## src/core/afe_map.svh

```systemverilog
// register map, field positions, reset values and counts of the front-end control bank
`ifndef AFE_MAP_SVH
`define AFE_MAP_SVH

// byte addresses on the register bus, one aligned 32-bit word each
`define AFE_OFS_POWER      8'h00
`define AFE_OFS_CM         8'h04
`define AFE_OFS_GAIN       8'h08
`define AFE_OFS_INPUT      8'h0c
`define AFE_OFS_RES_LOW    8'h10
`define AFE_OFS_RES_MID    8'h14
`define AFE_OFS_RES_HIGH   8'h18
`define AFE_OFS_STATUS     8'h1c

// power-on values
`define AFE_RST_POWER      8'h00
`define AFE_RST_CM         8'h0a
`define AFE_RST_GAIN       8'h00
`define AFE_RST_INPUT      8'h00

// bits that hold storage; the rest read as zero and ignore writes
`define AFE_MASK_POWER     8'hff
`define AFE_MASK_CM        8'hbf
`define AFE_MASK_GAIN      8'h7f
`define AFE_MASK_INPUT     8'hfe

// regulator power control fields
`define AFE_POWER_ON_BIT   7
`define AFE_POWER_BPS_BIT  2
`define AFE_POWER_LVL_LSB  0

// common-mode control fields
`define AFE_CM_ON_BIT      7
`define AFE_CM_SW_LSB      0

// gain select fields
`define AFE_GAIN_REF_LSB   5
`define AFE_GAIN_CONV_LSB  3
`define AFE_GAIN_AMP_LSB   0

// input connection fields
`define AFE_IN_BPS_BIT     7
`define AFE_IN_SHORT_BIT   6
`define AFE_IN_ROUTE_LSB   4
`define AFE_IN_OFS_LSB     1

// status fields
`define AFE_STAT_READY_BIT 0
`define AFE_STAT_OVR_BIT   1

// decimation: 2**8 modulator bits per result
`define AFE_DECIM_LOG2     8
`define AFE_DECIM_LAST     8'hff

`endif

```

## src/core/afe_pkg.sv

```systemverilog
// types shared by the front-end control bank and its filter
package afe_pkg;

    // bus slave states, one-hot
    typedef enum logic [1:0] {
        AFE_BUS_IDLE = 2'b01,
        AFE_BUS_ACK  = 2'b10
    } afe_bus_state_t;

    typedef logic [7:0]  afe_byte_t;
    typedef logic [24:0] afe_acc_t;

endpackage

```

## src/core/afe_ctrl_regs.sv

```systemverilog
// front-end control register bank with wishbone slave and result registers
//
// Behaviour
// - regulator level code drives one-hot level select
// - regulator bit enables; cleared asserts weak pull-down
// - power bit 2 enables regulator bypass path
// - common-mode bit enables; cleared floats output pin
// - common-mode bit 6 always reads zero
// - four switch bits, reset pattern 1010
// - reference gain: one, half, quarter, reserved
// - converter gain: one, two, four, reserved
// - amplifier gain code is power of two
// - gain bit 7 always reads zero
// - input bit 7 bypasses and disables amplifier
// - input bit 6 shorts the selected inputs
// - input bits 5..4 pick differential routing
// - three read-only result bytes hold 24-bit value
// - decimating filter feeds the result registers
// - offset code: sign bit plus quarter steps
// - input bit 0 always reads zero
//
// Chosen here: the Wishbone register port and the address map.
`timescale 1ns/1ps
`include "afe_map.svh"

module afe_ctrl_regs (
    input  wire logic        CLK_I,
    input  wire logic        RST_I,
    input  wire logic        CE_I,
    // wishbone classic slave
    input  wire logic        CYC_I,
    input  wire logic        STB_I,
    input  wire logic        WE_I,
    input  wire logic [7:0]  ADR_I,
    input  wire logic [3:0]  SEL_I,
    input  wire logic [31:0] DAT_I,
    output logic [31:0]      DAT_O,
    output logic             ACK_O,
    // modulator stream
    input  wire logic        MOD_BIT_I,
    // analog controls
    output logic             REG_ON_O,
    output logic             REG_PULLDOWN_O,
    output logic             REG_BYPASS_O,
    output logic [3:0]       REG_LEVEL_O,
    output logic             CM_ON_O,
    output logic             CM_DRIVE_O,
    output logic [3:0]       AMP_SW_O,
    output logic [2:0]       REF_GAIN_O,
    output logic [2:0]       CONV_GAIN_O,
    output logic [7:0]       AMP_GAIN_O,
    output logic             AMP_ON_O,
    output logic             AMP_BYPASS_O,
    output logic             INPUTS_SHORT_O,
    output logic [1:0]       INPUT_ROUTING_O,
    output logic [1:0]       OFFSET_STEPS_O,
    output logic             OFFSET_NEG_O
);

    ////////////////////////////////////////////////////////////////////////////
    // helpers

    // keep unmapped bits of a register, take masked bits from the write
    function automatic afe_pkg::afe_byte_t afe_merge(input afe_pkg::afe_byte_t old_v,
                                                     input afe_pkg::afe_byte_t new_v,
                                                     input afe_pkg::afe_byte_t mask);
        afe_merge = (old_v & ~mask) | (new_v & mask);
    endfunction

    // two-bit code to one-hot over four taps
    function automatic logic [3:0] afe_onehot4(input logic [1:0] code);
        afe_onehot4 = 4'h1 << code;
    endfunction

    // two-bit code to three taps; code 11 shifts out and opens every tap
    function automatic logic [2:0] afe_onehot3(input logic [1:0] code);
        afe_onehot3 = 3'h1 << code;
    endfunction

    ////////////////////////////////////////////////////////////////////////////
    // declarations
    afe_pkg::afe_bus_state_t bus_state, next_bus_state;
    afe_pkg::afe_byte_t      power_ctl, cm_ctl, gain_ctl, input_ctl;
    afe_pkg::afe_byte_t      next_power_ctl, next_cm_ctl, next_gain_ctl, next_input_ctl;
    logic [23:0]             result, next_result;
    logic                    ready, next_ready;
    logic                    overrun, next_overrun;
    logic [31:0]             next_dat;
    logic [7:0]              word_adr;
    logic                    wr_lane0;
    logic [23:0]             filt_result;
    logic                    filt_valid;
    logic                    next_reg_on, next_reg_pd, next_reg_bps;
    logic [3:0]              next_reg_level;
    logic                    next_cm_on, next_cm_drive;
    logic [3:0]              next_amp_sw;
    logic [2:0]              next_ref_gain, next_conv_gain;
    logic [7:0]              next_amp_gain;
    logic                    next_amp_on, next_amp_bps, next_short;
    logic [1:0]              next_routing, next_steps;
    logic                    next_neg;
    logic [2:0]              ofs_code;

    ////////////////////////////////////////////////////////////////////////////
    // decimating filter
    // shares ce_i, so a frozen block samples no modulator bits
    // it runs whether or not software reads the results
    afe_sinc_filter u_filter (
        .clk_i    (CLK_I),
        .rst_i    (RST_I),
        .ce_i     (CE_I),
        .bit_i    (MOD_BIT_I),
        .result_o (filt_result),
        .valid_o  (filt_valid)
    );

    ////////////////////////////////////////////////////////////////////////////
    // bus slave: accept in idle, answer one cycle later with a one-cycle ack
    // idle again after ack, so the next request is taken at once
    // ce_i low holds ack but lands nothing; keep it high across a cycle
    assign word_adr = {ADR_I[7:2], 2'b00};
    assign wr_lane0 = (bus_state == afe_pkg::AFE_BUS_ACK) & WE_I & SEL_I[0];
    assign ACK_O    = (bus_state == afe_pkg::AFE_BUS_ACK);   // held one cycle while ce_i is high

    always_comb begin
        next_bus_state = bus_state;
        unique case (bus_state)
            afe_pkg::AFE_BUS_IDLE: begin
                if (CYC_I && STB_I) begin
                    next_bus_state = afe_pkg::AFE_BUS_ACK;
                end
            end
            afe_pkg::AFE_BUS_ACK: begin
                next_bus_state = afe_pkg::AFE_BUS_IDLE;
            end
            default: begin
                next_bus_state = afe_pkg::AFE_BUS_IDLE;
            end
        endcase
    end

    // read data is captured on acceptance; unmapped words read zero
    // loading at acceptance gives decode a full cycle before ack
    // unmapped words answer normally, never with an error
    always_comb begin
        next_dat = DAT_O;
        if (bus_state == afe_pkg::AFE_BUS_IDLE && CYC_I && STB_I && !WE_I) begin
            next_dat = 32'h00000000;
            case (word_adr)
                `AFE_OFS_POWER:    next_dat[7:0] = power_ctl;
                `AFE_OFS_CM:       next_dat[7:0] = cm_ctl & `AFE_MASK_CM;
                `AFE_OFS_GAIN:     next_dat[7:0] = gain_ctl & `AFE_MASK_GAIN;
                `AFE_OFS_INPUT:    next_dat[7:0] = input_ctl & `AFE_MASK_INPUT;
                `AFE_OFS_RES_LOW:  next_dat[7:0] = result[7:0];
                `AFE_OFS_RES_MID:  next_dat[7:0] = result[15:8];
                `AFE_OFS_RES_HIGH: next_dat[7:0] = result[23:16];
                `AFE_OFS_STATUS:   next_dat[1:0] = {overrun, ready};
                default:           next_dat      = 32'h00000000;
            endcase
        end
    end

    ////////////////////////////////////////////////////////////////////////////
    // control registers: writes land on the edge that carries ack.
    // reserved power bits and common-mode bits 5..4 are stored as written, so software
    // that breaks the all-zero convention sees its own value back
    // only byte lane 0 holds register bits
    always_comb begin
        next_power_ctl = power_ctl;
        next_cm_ctl    = cm_ctl;
        next_gain_ctl  = gain_ctl;
        next_input_ctl = input_ctl;
        if (wr_lane0) begin
            case (word_adr)
                `AFE_OFS_POWER: next_power_ctl = afe_merge(power_ctl, DAT_I[7:0],
                                                           `AFE_MASK_POWER);
                `AFE_OFS_CM:    next_cm_ctl    = afe_merge(cm_ctl, DAT_I[7:0],
                                                           `AFE_MASK_CM);
                `AFE_OFS_GAIN:  next_gain_ctl  = afe_merge(gain_ctl, DAT_I[7:0],
                                                           `AFE_MASK_GAIN);
                `AFE_OFS_INPUT: next_input_ctl = afe_merge(input_ctl, DAT_I[7:0],
                                                           `AFE_MASK_INPUT);
                default:        next_power_ctl = power_ctl;  // result bytes ignore writes
            endcase
        end
    end

    ////////////////////////////////////////////////////////////////////////////
    // result capture and status; a new result beats a same-cycle clear
    // status: bit 0 ready, bit 1 overrun, writing one clears
    // result bytes are not latched together; overrun tells software
    always_comb begin
        next_result  = result;
        next_ready   = ready;
        next_overrun = overrun;
        if (wr_lane0 && word_adr == `AFE_OFS_STATUS) begin
            if (DAT_I[`AFE_STAT_READY_BIT]) begin
                next_ready = 1'b0;
            end
            if (DAT_I[`AFE_STAT_OVR_BIT]) begin
                next_overrun = 1'b0;
            end
        end
        if (filt_valid) begin
            next_result = filt_result;
            next_ready  = 1'b1;
            if (ready) begin
                next_overrun = 1'b1;   // previous result was never acknowledged
            end
        end
    end

    ////////////////////////////////////////////////////////////////////////////
    // analog control decode, registered so the pins never glitch
    always_comb begin
        // pull-down is always the inverse of the regulator enable
        next_reg_on    = power_ctl[`AFE_POWER_ON_BIT];
        next_reg_pd    = ~power_ctl[`AFE_POWER_ON_BIT];
        next_reg_bps   = power_ctl[`AFE_POWER_BPS_BIT];
        next_reg_level = afe_onehot4(power_ctl[`AFE_POWER_LVL_LSB+1:`AFE_POWER_LVL_LSB]);
        next_cm_on     = cm_ctl[`AFE_CM_ON_BIT];
        next_cm_drive  = cm_ctl[`AFE_CM_ON_BIT];
        next_amp_sw    = cm_ctl[`AFE_CM_SW_LSB+3:`AFE_CM_SW_LSB];

        // reserved code 11 selects no gain tap at all
        next_ref_gain  = afe_onehot3(gain_ctl[`AFE_GAIN_REF_LSB+1:`AFE_GAIN_REF_LSB]);
        next_conv_gain = afe_onehot3(gain_ctl[`AFE_GAIN_CONV_LSB+1:`AFE_GAIN_CONV_LSB]);

        // amplifier: bypass and enable always opposite
        next_amp_gain  = 8'h01 << gain_ctl[`AFE_GAIN_AMP_LSB+2:`AFE_GAIN_AMP_LSB];
        next_amp_on    = ~input_ctl[`AFE_IN_BPS_BIT];
        next_amp_bps   = input_ctl[`AFE_IN_BPS_BIT];
        next_short     = input_ctl[`AFE_IN_SHORT_BIT];
        next_routing   = input_ctl[`AFE_IN_ROUTE_LSB+1:`AFE_IN_ROUTE_LSB];

        // offset: two step bits, top bit is the sign
        // code 100 repeats zero, so it never reads negative
        ofs_code       = input_ctl[`AFE_IN_OFS_LSB+2:`AFE_IN_OFS_LSB];
        next_steps     = ofs_code[1:0];
        next_neg       = ofs_code[2] & (ofs_code[1:0] != 2'b00);  // 100 is plain zero
    end

    ////////////////////////////////////////////////////////////////////////////
    // all state registers; clock enable low freezes everything
    // outputs reset to the decode of the register reset values,
    // so no output moves at the first edge after release
    always_ff @(posedge CLK_I) begin
        if (RST_I) begin
            bus_state       <= afe_pkg::AFE_BUS_IDLE;
            DAT_O           <= 32'h00000000;
            power_ctl       <= `AFE_RST_POWER;
            cm_ctl          <= `AFE_RST_CM;
            gain_ctl        <= `AFE_RST_GAIN;
            input_ctl       <= `AFE_RST_INPUT;
            result          <= 24'h000000;
            ready           <= 1'b0;
            overrun         <= 1'b0;
            REG_ON_O        <= 1'b0;
            REG_PULLDOWN_O  <= 1'b1;
            REG_BYPASS_O    <= 1'b0;
            REG_LEVEL_O     <= 4'h1;
            CM_ON_O         <= 1'b0;
            CM_DRIVE_O      <= 1'b0;
            AMP_SW_O        <= 4'ha;
            REF_GAIN_O      <= 3'h1;
            CONV_GAIN_O     <= 3'h1;
            AMP_GAIN_O      <= 8'h01;
            AMP_ON_O        <= 1'b1;
            AMP_BYPASS_O    <= 1'b0;
            INPUTS_SHORT_O  <= 1'b0;
            INPUT_ROUTING_O <= 2'h0;
            OFFSET_STEPS_O  <= 2'h0;
            OFFSET_NEG_O    <= 1'b0;
        end else if (CE_I) begin
            bus_state       <= next_bus_state;
            DAT_O           <= next_dat;
            power_ctl       <= next_power_ctl;
            cm_ctl          <= next_cm_ctl;
            gain_ctl        <= next_gain_ctl;
            input_ctl       <= next_input_ctl;
            result          <= next_result;
            ready           <= next_ready;
            overrun         <= next_overrun;
            REG_ON_O        <= next_reg_on;
            REG_PULLDOWN_O  <= next_reg_pd;
            REG_BYPASS_O    <= next_reg_bps;
            REG_LEVEL_O     <= next_reg_level;
            CM_ON_O         <= next_cm_on;
            CM_DRIVE_O      <= next_cm_drive;
            AMP_SW_O        <= next_amp_sw;
            REF_GAIN_O      <= next_ref_gain;
            CONV_GAIN_O     <= next_conv_gain;
            AMP_GAIN_O      <= next_amp_gain;
            AMP_ON_O        <= next_amp_on;
            AMP_BYPASS_O    <= next_amp_bps;
            INPUTS_SHORT_O  <= next_short;
            INPUT_ROUTING_O <= next_routing;
            OFFSET_STEPS_O  <= next_steps;
            OFFSET_NEG_O    <= next_neg;
        end
    end

endmodule // afe_ctrl_regs

```

## src/core/afe_sinc_filter.sv

```systemverilog
// third-order decimating filter turning the modulator bit stream into 24-bit results
`timescale 1ns/1ps
`include "afe_map.svh"

module afe_sinc_filter (
    input  wire logic        clk_i,
    input  wire logic        rst_i,
    input  wire logic        ce_i,
    input  wire logic        bit_i,
    output logic [23:0]      result_o,
    output logic             valid_o
);

    ////////////////////////////////////////////////////////////////////////////
    // state
    afe_pkg::afe_acc_t integ1, integ2, integ3;
    afe_pkg::afe_acc_t dly1, dly2, dly3;
    afe_pkg::afe_acc_t next_integ1, next_integ2, next_integ3;
    afe_pkg::afe_acc_t next_dly1, next_dly2, next_dly3;
    afe_pkg::afe_acc_t comb1, comb2, comb3;
    logic [7:0]        phase, next_phase;
    logic [23:0]       next_result;
    logic              next_valid;

    ////////////////////////////////////////////////////////////////////////////
    // integrators run every sample; combs run once per decimation frame.
    // wrap-around arithmetic is exact because the full-scale sum 2**24 fits 25 bits
    always_comb begin
        next_integ1 = integ1 + {24'h000000, bit_i};
        next_integ2 = integ2 + integ1;
        next_integ3 = integ3 + integ2;
        next_phase  = phase + 8'h01;
        comb1       = integ3 - dly1;
        comb2       = comb1 - dly2;
        comb3       = comb2 - dly3;
        next_dly1   = dly1;
        next_dly2   = dly2;
        next_dly3   = dly3;
        next_result = result_o;
        next_valid  = 1'b0;
        if (phase == `AFE_DECIM_LAST) begin
            next_dly1   = integ3;
            next_dly2   = comb1;
            next_dly3   = comb2;
            next_valid  = 1'b1;
            // an all-ones stream reaches 2**24; clamp it to full scale
            next_result = comb3[24] ? 24'hffffff : comb3[23:0];
        end
    end

    // registers only; clock enable freezes the whole filter
    always_ff @(posedge clk_i) begin
        if (rst_i) begin
            integ1   <= '0;
            integ2   <= '0;
            integ3   <= '0;
            dly1     <= '0;
            dly2     <= '0;
            dly3     <= '0;
            phase    <= 8'h00;
            result_o <= 24'h000000;
            valid_o  <= 1'b0;
        end else if (ce_i) begin
            integ1   <= next_integ1;
            integ2   <= next_integ2;
            integ3   <= next_integ3;
            dly1     <= next_dly1;
            dly2     <= next_dly2;
            dly3     <= next_dly3;
            phase    <= next_phase;
            result_o <= next_result;
            valid_o  <= next_valid;
        end
    end

endmodule // afe_sinc_filter

```

## config.mk

```make
export PLATFORM = sky130hd
export DESIGN_NAME = afe_ctrl_regs
export DESIGN_NICKNAME = d
export VERILOG_FILES = /design/src/core/afe_pkg.sv /design/src/core/afe_ctrl_regs.sv /design/src/core/afe_sinc_filter.sv
export VERILOG_INCLUDE_DIRS = /design/src /design/src/core
export SDC_FILE = /design/constraint.sdc
export NUM_CORES = 1
export LEC_CHECK = 0
export ABC_AREA = 0
export BUFFER_PORTS_ARGS = -buffer_cell sky130_fd_sc_hd__buf_2
export CAP_MARGIN = 5
export CORE_MARGIN = 5
export CORE_UTILIZATION = 50
export CTS_BUF_LIST = sky130_fd_sc_hd__clkbuf_16
export DETAILED_ROUTE_END_ITERATION = 16
export PLACE_DENSITY = 0.68
export SYNTH_ARGS = -nofsm -noshare
export SYNTH_HDL_FRONTEND = slang
export SYNTH_SLANG_ARGS = --single-unit
```

## constraint.sdc

```tcl
create_clock -name CLK_I -period 15.3 [get_ports CLK_I]
set_input_delay 1.53 -clock CLK_I [delete_from_list [all_inputs] [get_ports CLK_I]]
set_output_delay 1.53 -clock CLK_I [all_outputs]
set_load 0.01 [all_outputs]
```

==> results.json, run 1 <==
{
  "grt_util_all_layers_pct": 19.7,
  "dieArea_um2": 36600,
  "yosysMostFrequentCell": "nand2_1",
  "grt_max_degree": 99,
  "ys_seq_area_share_pct": 34.3,
  "grt_pass1_vias": 13200,
  "drive_gt1_share_pct": 7.14,
  "initial_core_util_pct": 50.6,
  "core-area_um2": 32500,
  "combinationalPowerShare_pct": 23.9,
  "grt-ovfl-total": 0,
  "p_int_mw": 1.39,
  "wl_per_cell_um": 14.6,
  "clk_latency_ps": 510,
  "dominantRegCellSynth": "dfxtp_1",
  "fmax_ghz": 0.153,
  "ys_ff_latch": 282,
  "io_pins": 119,
  "crit_path_max_fanout": 20,
  "dpl.hpwl_mm": 26.5,
  "gp_congestion": 0.926,
  "fin_skew_ps": 17.9,
  "status": "completed",
  "crit_required_ps": 15710,
  "total_power_mw": 1.99,
  "finalSetupTns_ps": 0,
  "viasPerCell": 5.48,
  "r2r_cells": 27,
  "setup_viol": 0,
  "cts.clk_slew.worst_paths_ps": 60,
  "grt_pass1_wl_mm": 61.6,
  "dp.cells": 2467,
  "synthTopCellsByCount": "300 x nand2_1, 282 x dfxtp_1, 237 x a21oi_1",
  "sw_frac_of_total_pct": 30.3,
  "cts-root-buf": "clkbuf_16",
  "crit_arrival_ps": 6960,
  "async_reset_ff_share_pct": 0,
  "synth_edf_count": 0,
  "cts_tree": "done",
  "synth_area_leader_cell": "dfxtp_1",
  "antenna_left": 0,
  "placementRows": 66,
  "area_delta_synth_final_pct": 9.58,
  "post-place-ws_ps": 8730,
  "route.vias.total": 13900,
  "finalCritPeriodShare_pct": 42.8,
  "drt_wl_total_mm": 37.0,
  "first_iter_violations": 734,
  "power.share.clock_pct": 38.8,
  "ys.warnings.count": 0,
  "drv_slew": 0,
  "rsz0062_at_grt": "no",
  "drt-pass1-iter-count": 7,
  "die_h_um": 191,
  "peakVddDrop_v": 0.000110,
  "start_kind": "register",
  "synthesis.area_um2": 16500,
  "synth_area_per_cell_um2": 8.04,
  "crit_path_end_kind": "register",
  "maxCapViolations": 0,
  "p_switching_mw": 0.603,
  "hold_violations": 0,
  "antenna_found_initial": 1,
  "die_w_um": 191,
  "p_per_area_nw_per_um2": 110,
  "cts-resized-gates": 0,
  "synthCells": 2047,
  "htreeDepth": 2,
  "antenna_cells": 0,
  "yosys-top-cells-area": "dfxtp_1 34%, ha_1 9.4%, a21oi_1 7.2%",
  "p_seq_share_pct": 37.2,
  "max_slew_margin_pct": 35.3,
  "yosysTopAreaCellShare_pct": 34.3,
  "worstMarginPinSlew_ps": 963,
  "cts_buffers": 34,
  "final_cells": 2528,
  "finalWorstSetupSlack_ps": 8750,
  "synth_cell_type_count": 74,
  "fin_nets": 2240,
  "route.detailed.drc": 0,
  "port_buffers": 65,
  "cts_setup_buffers": 0,
  "period_needed_ps": 6550,
  "n_fill_cell": 3061,
  "holdPathStages": 2,
  "hold_buffers": 0,
  "clock-sinks": 282,
  "critPathKind": "register to register",
  "p_leak_nw": 7.33,
  "clk_path_buf_depth": 3,
  "min_path_type": "register to register"
}
-- placed cells by master (no fill, tap or decap), types with 55 or more instances in the layout --
| cell | netlist | routed |
|---|---|---|
| nor2_1 | 207 | 206 |
| inv_1 | 101 | 104 |
| a21oi_1 | 237 | 237 |
| o21ai_0 | 68 | 68 |
| ha_1 | 123 | 123 |
| dfxtp_1 | 282 | 282 |
| mux2i_1 | 67 | 67 |
| xor2_1 | 55 | 55 |
| buf_2 | 0 | 63 |
| nand2_1 | 300 | 300 |
| xnor2_1 | 62 | 62 |
-- sequential cells by signal (all words and copies together), names as in the netlist, 24 cells and up --
name               count
u_filter.result_o     24
u_filter.integ1       25
u_filter.integ3       25
u_filter.dly2         25
u_filter.dly1         25
result                24
u_filter.dly3         25
u_filter.integ2       25
-- cells by family after synthesis --
logic type | after synthesis | synth area share [%]
multiplexers | 74 | 4.90
flip-flops | 282 | 34.3
buffers and inverters | 221 | 5.70
other | 1 | 0.0228
adder cells (fa/ha/maj) | 128 | 9.96
AND/OR/NAND/NOR | 690 | 18.3
XOR/XNOR | 119 | 6.46
AO/OA/AOI/OAI | 532 | 20.3
-- critical path: stages, from the launching register on --
cell	delay [ps]
dfxtp_1	390
inv_1	60
ha_1	210
fa_1	410
nor2b_1	170
o311ai_0	220
a31oi_1	430
nor2_1	100
xnor2_1	200
ha_1	320
and3_1	230
a221o_1	340
nand2_1	150
nand2_1	100
o21ai_0	160
nand2b_1	80
a21oi_1	180
xnor2_1	110
ha_1	390
nand4_1	120
a21oi_1	130
a21boi_0	340
o21ai_0	270
o21ai_0	230
a31oi_1	160
xnor2_2	370
inv_2	260
a311oi_1	320
-- per-stage QoR --
stage	hold slack, ps	instance area (um^2)	utilization [%]
after CTS	451	18000	55.4
after detailed placement	442	17000	52.1
after global routing	465	18000	55.4
after floorplan	429	16500	-
after global placement	440	17000	52.1
final	446	18000	55.4
-- routing by layer --
layer	part of all wire (%)	track usage [%]
met1	44	23.7
met4	3.8	7.71
met5	0	0
met2	48	35.6
met3	3.8	2.47
-- power groups by stage --
stage	Combinational (mW)	Sequential, mW	Clock, mW
final	0.476	0.741	0.772
after global routing	0.534	0.740	0.825
after CTS	0.475	0.740	0.793
after detailed placement	0.473	0.757	0
after global placement	0.464	0.756	0
after floorplan	0.401	0.756	0
-- final timing paths --
check                                     startpoint                           endpoint  slack [ps]
setup reg to reg     u_filter.integ3[0]$_SDFFE_PP0P_  u_filter.result_o[2]$_SDFFE_PP0P_        8750
hold / removal    u_filter.result_o[22]$_SDFFE_PP0P_            result[22]$_SDFFE_PP0P_         450
hold reg to reg   u_filter.result_o[22]$_SDFFE_PP0P_            result[22]$_SDFFE_PP0P_         450
setup / recovery     u_filter.integ3[0]$_SDFFE_PP0P_  u_filter.result_o[2]$_SDFFE_PP0P_        8750
-- final cells by class --
cell class	count	area (um^2)	area share, %
multi-input cells	1567	9970	55.3
flip-flops and latches	282	5650	31.3
clock buffers	34	851	4.72
well taps	442	553	3.07
repair buffers	73	397	2.20
inverters	103	387	2.14
clock inverters	27	228	1.26
No activity file was read; power rests on OpenSTA's default activity.
==> inputs of run 2 (changes only) <==
Clock period 15.3 ns to 6.8 ns, I/O delays scaled along.
==> results.json, run 2 (same netlist as run 1, synthesis figures left out) <==
{
  "io_pins": 119,
  "finalWorstSetupSlack_ps": 505,
  "slowest_delay_ps": 410,
  "drt-pass1-iter-count": 5,
  "holdWs_ps": 424,
  "drt_wl_total_mm": 36.9,
  "initial_core_util_pct": 50.6,
  "p_per_area_nw_per_um2": 250,
  "regToRegStartpoint": "u_filter.integ3[0]$_SDFFE_PP0P_",
  "r2r_cells": 27,
  "r2r-end": "u_filter.result_o[5]$_SDFFE_PP0P_",
  "placementRows": 66,
  "cts_setup_buffers": 0,
  "grt_pass1_wl_mm": 60.6,
  "hp-start": "u_filter.result_o[18]$_SDFFE_PP0P_",
  "post-place-ws_ps": 238,
  "clock-sinks": 282,
  "clk_path_buf_depth": 3,
  "route.vias.total": 13800,
  "port_buffers": 65,
  "worstMarginPinSlew_ps": 1190,
  "crit_top_cell": "ha_1",
  "gp_congestion": 0.944,
  "antenna_cells": 0,
  "layout_commonest_cell": "nand2_1",
  "min_path_type": "register to register",
  "grt_util_all_layers_pct": 19.4,
  "period_needed_ps": 6290,
  "crit_path_max_fanout": 20,
  "setup_viol": 0,
  "route.detailed.drc": 0,
  "viasPerCell": 5.45,
  "rsz0062_at_grt": "no",
  "critPathKind": "register to register",
  "cts_tree": "done",
  "finalSetupTns_ps": 0,
  "fin_nets": 2238,
  "drive_gt1_share_pct": 7.15,
  "drv_slew": 0,
  "grt_max_degree": 180,
  "holdPathStages": 2,
  "dpl.hpwl_mm": 26.1,
  "max_slew_margin_pct": 20.9,
  "cts_buffers": 34,
  "crit_arrival_ps": 6680,
  "core-area_um2": 32500,
  "clk_latency_ps": 510,
  "fmax_ghz": 0.159,
  "die_w_um": 191,
  "most-common-layout-cells": "300 x nand2_1, 282 x dfxtp_1, 237 x a21oi_1",
  "first_iter_violations": 637,
  "fin_skew_ps": 31.0,
  "maxCapViolations": 0,
  "wl_met3_mm": 1.28,
  "antenna_found_initial": 0,
  "wl_met2_mm": 18.1,
  "start_kind": "register",
  "peakVddDrop_v": 0.000200,
  "cts-root-buf": "clkbuf_16",
  "worst-path-buf-inv": 2,
  "wl_per_cell_um": 14.6,
  "antenna_left": 0,
  "final_area_um2": 18100,
  "path_delay_family": "compound AO/OA/AOI/OAI gates",
  "p_leak_nw": 7.35,
  "status": "completed",
  "htreeDepth": 2,
  "grt-ovfl-total": 0,
  "area_delta_synth_final_pct": 9.75,
  "hold_violations": 0,
  "place_area_um2": 16900,
  "wl_met1_mm": 16.2,
  "highest_layer": "met4",
  "dieArea_um2": 36600,
  "cts.clk_slew.worst_paths_ps": 60,
  "crit_path_end_kind": "register",
  "min_to": "result[18]$_SDFFE_PP0P_",
  "crit_slowest_cell": "fa_1",
  "die_h_um": 191,
  "crit_required_ps": 7190,
  "grt_pass1_vias": 13100,
  "ff2ff_setup_slack_ps": 510,
  "finalCritPeriodShare_pct": 92.6
}
-- run 2: cell count changes in the layout (fill, tap and decap cells not counted), moves of 2 or more --
cell,before,now
clkinvlp_4,4,2
buf_4,9,6
inv_1,104,106
o21ai_0,68,66
-- run 2: cell type report --
class / count / area, um^2
well taps: 442 / 553
fillers: 3007 / 14500
clock inverters: 27 / 243
repair buffers: 71 / 394
clock buffers: 34 / 851
multi-input cells: 1567 / 9980
flip-flops and latches: 282 / 5650
inverters: 103 / 387
-- run 2: how the worst max path moves through the flow --
stage,from,to,slack [ps],cells past startpoint
5_1_grt,u_filter.integ3[0]$_SDFFE_PP0P_,u_filter.result_o[5]$_SDFFE_PP0P_,3,27
4_1_cts,u_filter.integ3[0]$_SDFFE_PP0P_,u_filter.result_o[5]$_SDFFE_PP0P_,140,27
3_3_place_gp,u_filter.integ3[0]$_SDFFE_PP0P_,u_filter.result_o[0]$_SDFFE_PP0P_,520,27
3_5_place_dp,u_filter.integ3[0]$_SDFFE_PP0P_,u_filter.result_o[5]$_SDFFE_PP0P_,240,27
2_1_floorplan,u_filter.dly1[1]$_SDFFE_PP0P_,u_filter.result_o[0]$_SDFFE_PP0P_,1310,28
6_report,u_filter.integ3[0]$_SDFFE_PP0P_,u_filter.result_o[5]$_SDFFE_PP0P_,510,27
-- run 2: through the flow --
step	total power, mW	utilization, %	instances
after CTS	4.55	55.5	2526
after global routing	4.76	55.5	2526
final	4.52	55.5	2526
after global placement	2.74	52.1	2465
after detailed placement	2.77	52.1	2465
after floorplan	2.60	-	2070
-- run 2: report_power, final --
part | leakage, nW | total [mW] | internal, mW | switching (mW)
Sequential | 2.27 | 1.67 | 1.66 | 0.00699
Combinational | 4.52 | 1.08 | 0.430 | 0.651
Clock | 0.550 | 1.77 | 1.07 | 0.704
Total | 7.35 | 4.52 | 3.16 | 1.36
-- run 2: worst reg2reg max path: cells and delay by family (launching register included) --
family,cells,cell delay (ps)
buffers and inverters,2,300
xor gates and xnor gates,3,600
AOI/OAI and AO/OA,11,2640
DFF,1,390
and+or+nand+nor,7,960
adders and majority gates,4,1270
-- run 2: routing by layer --
layer,track usage (%),up-vias
met1,23.0,6228
met4,7.38,0
met3,2.34,92
met5,0,-
met2,35.7,267
li1,-,7174
-- run 2: repair_timing --
action / CTS / global route
hold endpoints to repair: 0 / 0
gates resized for setup: 0 / 6
setup endpoints to repair: 0 / 24
hold buffers: 0 / 0
==> inputs of run 3 (changes only) <==
Settings changed: SYNTH_HIERARCHICAL set to 1.
==> results.json, run 3 <==
{
  "cts_buffers": 31,
  "crit_top_cell": "a21o_1",
  "yosys-top-cells-area": "dfxtp_1 33%, ha_1 9.1%, a21oi_1 6.0%",
  "initial_core_util_pct": 50.6,
  "htreeDepth": 1,
  "power.share.clock_pct": 32.4,
  "crit_arrival_ps": 6880,
  "drt_wl_total_mm": 37.4,
  "setup_viol": 0,
  "ys.warnings.count": 6,
  "combinationalPowerShare_pct": 31.0,
  "ys_ff_latch": 282,
  "p_seq_share_pct": 36.5,
  "grt-ovfl-total": 0,
  "die_h_um": 194,
  "grt_max_degree": 102,
  "first_iter_violations": 678,
  "io_pins": 119,
  "finalCritPeriodShare_pct": 95.7,
  "peakVddDrop_v": 0.000251,
  "regToRegStartpoint": "u_filter/integ3[0]$_SDFFE_PP0P_",
  "most-common-layout-cells": "280 x dfxtp_1, 249 x nand2_1, 217 x nor2_1",
  "status": "completed",
  "fmax_ghz": 0.154,
  "max_slew_margin_pct": 22.9,
  "regArea_um2": 5650,
  "dpl.hpwl_mm": 26.1,
  "route.detailed.drc": 0,
  "min_path_type": "input pin to register",
  "fin_skew_ps": 18.8,
  "drv_slew": 0,
  "p_per_area_nw_per_um2": 246,
  "clock-sinks": 282,
  "viasPerCell": 5.52,
  "final_core_util_pct": 55.4,
  "area_delta_synth_final_pct": 9.31,
  "fin_nets": 2255,
  "slowest_delay_ps": 410,
  "drive_gt1_share_pct": 9.72,
  "sw_frac_of_total_pct": 31.3,
  "clk_latency_ps": 560,
  "dieArea_um2": 37700,
  "port_buffers": 65,
  "clk_path_buf_depth": 3,
  "p_switching_mw": 1.43,
  "synthCells": 2056,
  "drt-pass1-iter-count": 5,
  "period_needed_ps": 6510,
  "yosysMostFrequentCell": "dfxtp_1",
  "p_leak_nw": 7.68,
  "async_reset_ff_share_pct": 0,
  "antenna_left": 0,
  "maxCapViolations": 0,
  "n_fill_cell": 3081,
  "synth_area_per_cell_um2": 8.26,
  "synth_cell_type_count": 96,
  "multi_input_area_um2": 10600,
  "wl_per_cell_um": 14.8,
  "r2r_cells": 30,
  "worstMarginPinSlew_ps": 1160,
  "hold_buffers": 0,
  "antenna_found_initial": 0,
  "final_area_um2": 18600,
  "place_area_um2": 17500,
  "finalSetupTns_ps": 0,
  "synthTopCellsByCount": "282 x dfxtp_1, 249 x nand2_1, 217 x nor2_1",
  "yosysTopAreaCellShare_pct": 33.2,
  "grt_pass1_vias": 13200,
  "grt_pass1_wl_mm": 62.1,
  "core-area_um2": 33500,
  "synth_area_leader_cell": "dfxtp_1",
  "ff2ff_setup_slack_ps": 290,
  "p_int_mw": 3.14,
  "start_kind": "register",
  "route.vias.total": 14000,
  "dominantRegCellSynth": "dfxtp_1",
  "layout_commonest_cell": "dfxtp_1",
  "cts_tree": "done",
  "holdWs_ps": 419,
  "startpoint": "u_filter/integ3[0]$_SDFFE_PP0P_",
  "synth_edf_count": 0,
  "crit_required_ps": 7170,
  "gp_congestion": 0.851,
  "hold_violations": 0,
  "cts-root-buf": "clkbuf_16",
  "crit_end": "u_filter/result_o[5]$_SDFFE_PP0P_",
  "synthesis.area_um2": 17000,
  "crit_path_max_fanout": 6,
  "critPathKind": "register to register",
  "die_w_um": 194,
  "r2r-end": "u_filter/result_o[5]$_SDFFE_PP0P_",
  "grt_util_all_layers_pct": 18.7,
  "cts.clk_slew.worst_paths_ps": 60,
  "crit_slowest_cell": "a311oi_4",
  "ys_seq_area_share_pct": 33.2,
  "placementRows": 67,
  "crit_path_end_kind": "register"
}
[run 3: changes by cell type in the layout (fill, tap and decap cells not counted), sizes merged, moves of 6 or more]
cell    delta
nand2     -50
a21oi     -32
nand3     +15
buf       +14
xnor2     +13
o21ai     -12
nand2b    +11
nor2      +10
mux2       +9
a21o       +8
and4       +7
clkinv     -7
a31oi      -6
o21bai     -6
[run 3: area by class of cell]
type | instances | area share [%]
sequential | 282 | 30.4
clock buffer | 31 | 4.18
timing repair buffer | 86 | 2.95
multi-input combinational | 1570 | 56.8
antenna | 1 | 0.0135
inverter | 105 | 2.12
tap | 448 | 3.02
clock inverter | 14 | 0.445
[run 3: per-stage QoR]
step	power, mW	setup WS (ps)	instances
after floorplan	2.69	548	2079
after global placement	2.86	220	2480
after detailed placement	2.89	68.2	2480
after CTS	4.37	36.1	2525
after global routing	4.80	-64.5	2536
final	4.56	293	2537
[run 3: worst max-delay path, delay by kind of cell, from the launching register on]
kind	cells	cell delay, ps
AOI/OAI and AO/OA	13	2530
and+or+nand+nor	6	1200
adders and majority gates	4	1120
xor gates and xnor gates	3	590
buffers and inverters	4	540
DFF	1	340
[run 3: metal layers]
layer / track usage [%] / wire, um
met3: 2.38 / 1330
met5: 0 / 0
met4: 5.76 / 1090
met2: 34.3 / 18700
met1: 22.7 / 16300
[run 3: what timing repair did]
item                                    CTS  global route
endpoints found under the setup margin    0            24
resized for setup                         0            23
setup buffers                             0             8
hold endpoints to repair                  0             0
[run 3: how the worst min path moves through the flow]
stage / start / end / slack [ps] / cells after the start
6_report: DAT_I[7] / power_ctl[7]$_SDFFE_PP0P_ / 420 / 3
5_1_grt: DAT_I[0] / ready$_SDFFE_PP0P_ / 420 / 2
4_1_cts: DAT_I[7] / power_ctl[7]$_SDFFE_PP0P_ / 390 / 3
3_5_place_dp: u_filter/dly2[6]$_SDFFE_PP0P_ / u_filter/dly2[6]$_SDFFE_PP0P_ / 450 / 2
3_3_place_gp: u_filter/result_o[15]$_SDFFE_PP0P_ / result[15]$_SDFFE_PP0P_ / 440 / 2
2_1_floorplan: result[22]$_SDFFE_PP0P_ / result[22]$_SDFFE_PP0P_ / 430 / 2
[run 3: power groups by stage]
stage | clock (mW) | combinational [mW] | sequential [mW]
floorplan | 0 | 0.990 | 1.70
global placement | 0 | 1.15 | 1.70
detailed placement | 0 | 1.18 | 1.70
CTS | 1.52 | 1.19 | 1.67
global route | 1.58 | 1.55 | 1.67
finish | 1.48 | 1.42 | 1.67
[run 3: cells by family (layout without fill, tap and decap cells)]
family	after synthesis	after routing	synth area share, %
buffers and inverters	227	236	5.75
muxes	81	81	5.00
xor gates and xnor gates	127	127	6.73
adders and majority gates	128	128	9.65
DFF	282	282	33.2
and+or+nand+nor	712	712	19.7
other	1	25	0.0221
AOI/OAI and AO/OA	498	498	19.9
